===== src/dtcc_regs.svh =====
// Purpose: Offsets, fields and reset values of the timer count control
// Assumes: 16-bit byte address space, 8-bit registers
// Notes:   Included by the design file only
`ifndef DTCC_REGS_SVH
`define DTCC_REGS_SVH

`define DTCC_TIMER0_CTL_ADDR  16'hFF7E
`define DTCC_TIMER1_CTL_ADDR  16'hFF94
`define DTCC_CTL_RESET        8'h00
`define DTCC_CTL_WRITE_MASK   8'h87
`define DTCC_RUN_BIT          7
`define DTCC_SEL_MSB          2
`define DTCC_SEL_LSB          0
`define DTCC_PRESCALE_WIDTH   7
`define DTCC_COUNT_WIDTH      16

`endif


===== src/dtcc_pkg.sv =====
// Purpose: Types shared by the timer count control block
// Assumes: Nothing beyond the register header
// Notes:   Mode encoding of the second timer's sync field
package dtcc_pkg;

    typedef enum logic [1:0] {
        DTCC_MODE_INDEP      = 2'h0,
        DTCC_MODE_SYNC_START = 2'h1,
        DTCC_MODE_SYNC_CLEAR = 2'h2,
        DTCC_MODE_PROHIBITED = 2'h3
    } dtcc_mode_e;

    typedef logic [2:0] dtcc_sel_t;

endpackage


===== src/dtcc_top.sv =====
// Purpose: Run control and count clock selection for two 16-bit timers
// Assumes: clk is the peripheral clock (20 MHz); PLL clock comes as a tick
// Notes:   Byte and single-bit writes; reads answer one cycle later
//
// Notes on behaviour
// - Run bit 0 stops and clears the counter; 1 counts on selected clock.
// - PLL select 1: 000 picks PLL timer clock, 001 peripheral clock.
// - Reset clears both control registers; bit or byte writes allowed.
// - Run at bit 7, selector bits 2..0, bits 6..3 read zero.
// - Second timer mode: 10 uses timer 0's clock select; 00, 01 and 11 use its own.
`timescale 1ns/1ps
`include "dtcc_regs.svh"

module dtcc_top (
    input  wire logic        clk,
    input  wire logic        rstn,
    input  wire logic [15:0] busAddr,
    input  wire logic        busWrite,
    input  wire logic [7:0]  busWrData,
    input  wire logic        busBitWrite,
    input  wire logic [2:0]  busBitPos,
    input  wire logic        busBitVal,
    input  wire logic        busRead,
    output logic      [7:0]  busRdData,
    input  wire logic        pllSelectBit,
    input  wire logic        pllTimerTick,
    input  wire logic        syncModeBit1,
    input  wire logic        syncModeBit0,
    output logic      [15:0] timer0Count,
    output logic      [15:0] timer1Count,
    output logic             timer0RunBit,
    output logic             timer1RunBit
);

    logic                             rstSync1_r;
    logic                             rstSyncN_r;
    logic [7:0]                       ctl_r [2];
    logic [`DTCC_PRESCALE_WIDTH-1:0]  prescale_r;
    logic [`DTCC_COUNT_WIDTH-1:0]     count_r [2];
    logic [7:0]                       rdData_r;
    logic [1:0]                       tick;
    dtcc_pkg::dtcc_sel_t              effSel [2];
    dtcc_pkg::dtcc_mode_e             mode;

    // Two-flop reset release
    always_ff @(posedge clk or negedge rstn) begin
        if (!rstn) begin
            rstSync1_r <= 1'b0;
            rstSyncN_r <= 1'b0;
        end else begin
            rstSync1_r <= 1'b1;
            rstSyncN_r <= rstSync1_r;
        end
    end

    // Address decode, 0 when unmapped
    function automatic logic [1:0] decodeAddr(input logic [15:0] a);
        if (a == `DTCC_TIMER0_CTL_ADDR) begin
            decodeAddr = 2'h1;
        end else if (a == `DTCC_TIMER1_CTL_ADDR) begin
            decodeAddr = 2'h2;
        end else begin
            decodeAddr = 2'h0;
        end
    endfunction

    // Count tick from selector, PLL select and prescaler
    function automatic logic selectTick(
        input dtcc_pkg::dtcc_sel_t        sel,
        input logic                       pll,
        input logic [`DTCC_PRESCALE_WIDTH-1:0] pre,
        input logic                       pllTick
    );
        logic [`DTCC_PRESCALE_WIDTH-1:0] mask;
        mask = `DTCC_PRESCALE_WIDTH'((8'h01 << sel) - 8'h01);
        if (!pll) begin
            selectTick = ((pre & mask) == mask);
        end else if (sel == 3'h0) begin
            selectTick = pllTick;
        end else if (sel == 3'h1) begin
            selectTick = 1'b1;
        end else begin
            selectTick = 1'b0;
        end
    endfunction

    assign mode = dtcc_pkg::dtcc_mode_e'({syncModeBit1, syncModeBit0});

    always_comb begin
        effSel[0] = ctl_r[0][`DTCC_SEL_MSB:`DTCC_SEL_LSB];
        case (mode)
            dtcc_pkg::DTCC_MODE_SYNC_CLEAR:
                effSel[1] = ctl_r[0][`DTCC_SEL_MSB:`DTCC_SEL_LSB];
            dtcc_pkg::DTCC_MODE_INDEP,
            dtcc_pkg::DTCC_MODE_SYNC_START:
                effSel[1] = ctl_r[1][`DTCC_SEL_MSB:`DTCC_SEL_LSB];
            default:
                effSel[1] = ctl_r[1][`DTCC_SEL_MSB:`DTCC_SEL_LSB];
        endcase
    end

    // Free-running prescaler on the peripheral clock
    always_ff @(posedge clk or negedge rstSyncN_r) begin
        if (!rstSyncN_r) begin
            prescale_r <= '0;
        end else begin
            prescale_r <= prescale_r + `DTCC_PRESCALE_WIDTH'(1);
        end
    end

    genvar gi;
    generate
        for (gi = 0; gi < 2; gi++) begin : gTimer
            logic [7:0] nxt;
            always_comb begin
                nxt = ctl_r[gi];
                if (busWrite && decodeAddr(busAddr) == 2'(gi + 1)) begin
                    nxt = busWrData;
                end else if (busBitWrite
                             && decodeAddr(busAddr) == 2'(gi + 1)) begin
                    nxt[busBitPos] = busBitVal;
                end
            end

            // Control register; fixed bits forced to zero
            always_ff @(posedge clk or negedge rstSyncN_r) begin
                if (!rstSyncN_r) begin
                    ctl_r[gi] <= `DTCC_CTL_RESET;
                end else begin
                    ctl_r[gi] <= nxt & `DTCC_CTL_WRITE_MASK;
                end
            end

            assign tick[gi] = selectTick(effSel[gi], pllSelectBit,
                                         prescale_r, pllTimerTick);

            // Counter: held at zero while stopped
            always_ff @(posedge clk or negedge rstSyncN_r) begin
                if (!rstSyncN_r) begin
                    count_r[gi] <= '0;
                end else if (!ctl_r[gi][`DTCC_RUN_BIT]) begin
                    count_r[gi] <= '0;
                end else if (tick[gi]) begin
                    count_r[gi] <= count_r[gi]
                                   + `DTCC_COUNT_WIDTH'(1);
                end
            end
        end
    endgenerate

    // Registered read answer, zero when unmapped
    always_ff @(posedge clk or negedge rstSyncN_r) begin
        if (!rstSyncN_r) begin
            rdData_r <= 8'h00;
        end else if (busRead) begin
            case (decodeAddr(busAddr))
                2'h1:    rdData_r <= ctl_r[0];
                2'h2:    rdData_r <= ctl_r[1];
                default: rdData_r <= 8'h00;
            endcase
        end
    end

    assign busRdData    = rdData_r;
    assign timer0Count  = count_r[0];
    assign timer1Count  = count_r[1];
    assign timer0RunBit = ctl_r[0][`DTCC_RUN_BIT];
    assign timer1RunBit = ctl_r[1][`DTCC_RUN_BIT];

endmodule // dtcc_top


===== config.mk =====
export PLATFORM = sky130hd
export DESIGN_NAME = dtcc_top
export DESIGN_NICKNAME = d
export VERILOG_FILES = /design/src/dtcc_pkg.sv /design/src/dtcc_top.sv
export VERILOG_INCLUDE_DIRS = /design/src
export SDC_FILE = /design/constraint.sdc
export NUM_CORES = 1
export LEC_CHECK = 0
export BUFFER_PORTS_ARGS = -buffer_cell sky130_fd_sc_hd__buf_2
export CAP_MARGIN = 0
export CORE_ASPECT_RATIO = 0.8
export CORE_MARGIN = 3
export CORE_UTILIZATION = 39
export DETAILED_ROUTE_END_ITERATION = 10
export PLACE_DENSITY = 0.73
export SLEW_MARGIN = 20
export SYNTH_ARGS = -nofsm -noshare
export SYNTH_HDL_FRONTEND = slang
export SYNTH_SLANG_ARGS = --single-unit

===== constraint.sdc =====
create_clock -name clk -period 2.3 [get_ports clk]
set_input_delay 0.345 -clock clk [delete_from_list [all_inputs] [get_ports clk]]
set_output_delay 0.345 -clock clk [all_outputs]
set_load 0.05 [all_outputs]

==> flow_summary.ini <==
[outcome]
status = finished, violations left
violations = setup timing

[floorplan]
die_y_um = 85.1
io_pins = 79
dieArea_um2 = 8920
start_util_pct = 40.6
core-area_um2 = 7500
fp-row-count = 28
fp.dieW_um = 105

[logic_synthesis]
ys_warn_count = 0
synth_top_flop_cell = dfrtp_1
yosysTopAreaCell = dfrtp_1
synth_cell_types = 50
synth.top_cells.by_area = dfrtp_1, xnor2_1, mux2i_1
synth_edf_count = 0
ys_async_sr_fraction_pct = 100
ys_seq_area_share_pct = 43.5
synth.top_cell.area_share_pct = 43.5
yosysMostFrequentCell = dfrtp_1
syn_area_per_cell_um2 = 9.83
synthTopCellsByCount = dfrtp_1, a21oi_1, and2_1, nand2_1
synth_cells = 310
yosys_register_bits = 53
synth_area_um2 = 3050

[critical_path]
crit_start = ctl_r[9]
cp.arrival_ps = 3090
end_kind = register
critPathKind = reg2reg
setup.worst_path.end = timer1Count[10]
rr_endpoint = timer1Count[10]
critical_path.max_fanout = 5
crit_chain = or4b_4 -> o31ai_4 -> nand2b_1 -> ha_2 -> nor3b_4 -> a2111oi_4 -> buf_4 -> buf_12 -> a31oi_4 -> or4_1 -> a21oi_1
worstReg2RegStart = ctl_r[9]
start_kind = register
reg2regPathDepth = 11
r2r_setup_slack_ps = -550
critPathMaxStageDelay_ps = 530
crit_required_ps = 2550
critPathSlowestCell = or4b_4

[routing]
dr.first_iter.drc_count = 230
wl_mm = 7.85
drcViolationCount = 0
antenna_left = 0
vias_per_cell = 5.42
wl_per_cell_um = 15.2
firstDrtPassIters = 7
vias = 2789

[finish]
num_antenna_cells = 0
final-seq-area_um2 = 1330
area_growth_pct = 29.8
multi_input_area_um2 = 1750
drive_gt1_share_pct = 32.9
instances_no_fill = 515
fin_nets = 450
fillCellCount = 708

[pwr]
p_switching_mw = 0.504
power.density_nw_per_um2 = 439
p_clk_share_pct = 32.6
vdd_ir_drop_max_mv = 0.254
power.internal_mw = 1.23
power_switching_share_pct = 29.0
leakage_nw = 1.91
seq_power_share_pct = 56.2
pwr-share-comb_pct = 11.2

[placement]
dp_cells = 493
dp_hpwl_mm = 5.48
port_buffers = 70
place_congestion = 0.936

[cts]
clock_sinks = 53
cts_tree = yes
htreeDepth = 2
cts_root_buf = clkbuf_8
clock_latency_ps = 320
clock_path_buffers = 2
cts_buffers = 5
clkTransAtPathRegs_ps = 110

[min_path]
hold_class = reg2async

[global_route]
grt_pass1_wl_mm = 12.9
grt_overflow = 0
grt_max_degree = 27
grt_pass1_vias = 2697
antenna_found_initial = 0
track_usage_pct = 17.5

[sta]
fin_ws_ps = -547
slew_headroom_pct = 58.3
rsz0062_at_grt = yes
worst_pin_slew_ps = 625
fmax_mhz = 351
finalHoldViolCount = 0
whs_ps = 277
drv_slew = 0
fin_skew_ps = 11.5
finalSetupViolations = 16
min_period_ps = 2850
fin_crit_sh_pct = 124

[flow_run]
maxCapViolCount = 0
cells in the final DEF, fill, tap and decap left out, types with 3 or more instances in the layout:
| cell type | netlist | layout |
|---|---|---|
| a21oi_1 | 21 | 15 |
| a21oi_2 | 0 | 6 |
| a22oi_1 | 12 | 12 |
| a31oi_4 | 1 | 4 |
| and2_1 | 18 | 18 |
| and3_1 | 9 | 9 |
| buf_2 | 1 | 70 |
| buf_4 | 5 | 23 |
| buf_6 | 2 | 3 |
| clkbuf_8 | 0 | 5 |
| conb_1 | 2 | 5 |
| dfrtp_1 | 53 | 52 |
| ha_1 | 4 | 3 |
| inv_1 | 10 | 10 |
| mux2i_1 | 12 | 12 |
| nand2_1 | 16 | 16 |
| nand2b_1 | 5 | 5 |
| nand3_1 | 15 | 15 |
| nand4_1 | 11 | 11 |
| nor2_1 | 14 | 14 |
| nor2b_1 | 4 | 4 |
| nor3_1 | 5 | 5 |
| nor3b_1 | 4 | 3 |
| o21ai_0 | 14 | 14 |
| o21ai_1 | 3 | 3 |
| o31ai_1 | 7 | 7 |
| or3_1 | 6 | 4 |
| or4_1 | 6 | 5 |
| xnor2_1 | 15 | 15 |
| xor2_1 | 7 | 6 |
metrics by stage:
step / total power, mW / cell area, µm² / TNS (ps) / util (%) / worst slack, ps
6_report: 1.74 / 3950 / -8230 / 52.7 / -547
3_3_place_gp: 1.18 / 3620 / -7420 / 48.3 / -513
5_1_grt: 1.81 / 3950 / -9970 / 52.7 / -678
3_5_place_dp: 1.19 / 3620 / -8550 / 48.3 / -615
2_1_floorplan: 1.12 / 3080 / -5230 / - / -379
4_1_cts: 1.75 / 3790 / -7850 / 50.6 / -532
layout make-up:
cell class	count	share of cell area, %
Clock buffer	5	1.74
Timing Repair Buffer	99	15.3
Tap cell	105	3.32
Multi-Input combinational cell	239	44.3
Inverter	11	1.04
Sequential cell	53	33.6
Clock inverter	3	0.633
power groups by stage:
stage	logic, mW	clock network, mW	registers [mW]
2_1_floorplan	0.0624	0	1.06
6_report	0.195	0.565	0.976
5_1_grt	0.213	0.612	0.982
3_5_place_dp	0.194	0	0.995
4_1_cts	0.195	0.576	0.977
3_3_place_gp	0.189	0	0.994
worst max-delay path: cells and delay by family, from the launching register on:
family,cells,cell delay (ps)
buf+inv,2,290
fa+ha+maj,1,200
flops,1,400
simple gates,4,1210
compound gates,4,680
registers in the layout, indices dropped and copies added, names as in the netlist:
name and cells:
rstSync1_r 1, timer1RunBit 1, timer1Count 16, rstSyncN_r 1, ctl_r 6, timer0Count 16, timer0RunBit 1, busRdData 4
prescale_r 7
how the worst min path moves through the flow:
stage | end | cells past startpoint
2_1_floorplan | rstSync1_r | 0
3_3_place_gp | rstSync1_r | 1
3_5_place_dp | rstSync1_r | 1
4_1_cts | busRdData[1] | 2
5_1_grt | timer0RunBit | 3
6_report | timer1Count[6] | 0
cell families (layout without fill, tap and decap cells):
| logic type | Yosys count | in the layout | synth area share [%] |
|---|---|---|---|
| flops | 53 | 53 | 43.5 |
| buf+inv | 24 | 118 | 4.11 |
| simple gates | 125 | 125 | 24.3 |
| fa+ha+maj | 4 | 4 | 1.64 |
| mux | 12 | 12 | 3.94 |
| compound gates | 68 | 71 | 15.9 |
| other cells | 2 | 5 | 0.246 |
| xor+xnor | 22 | 22 | 6.32 |
layer usage:
layer / wire length [µm] / vias to the layer above / GRT usage (%)
met5: 0 / - / 0
met4: 34 / 0 / 2.26
met3: 577 / 8 / 4.26
met2: 3750 / 96 / 28.7
met1: 3490 / 1357 / 24.4
li1: - / 1328 / -
timing repair:
| action | 4_1_cts | 5_1_grt |
|---|---|---|
| cloned | 2 | 1 |
| buffers inserted | 3 | 7 |
| gates resized for setup | 4 | 17 |
| hold buffers | 1 | 0 |
| endpoints found under the setup margin | 16 | 16 |
| pin swaps | 4 | 8 |
| hold endpoints to repair | 2 | 0 |
(Power assumes the default switching activity.)
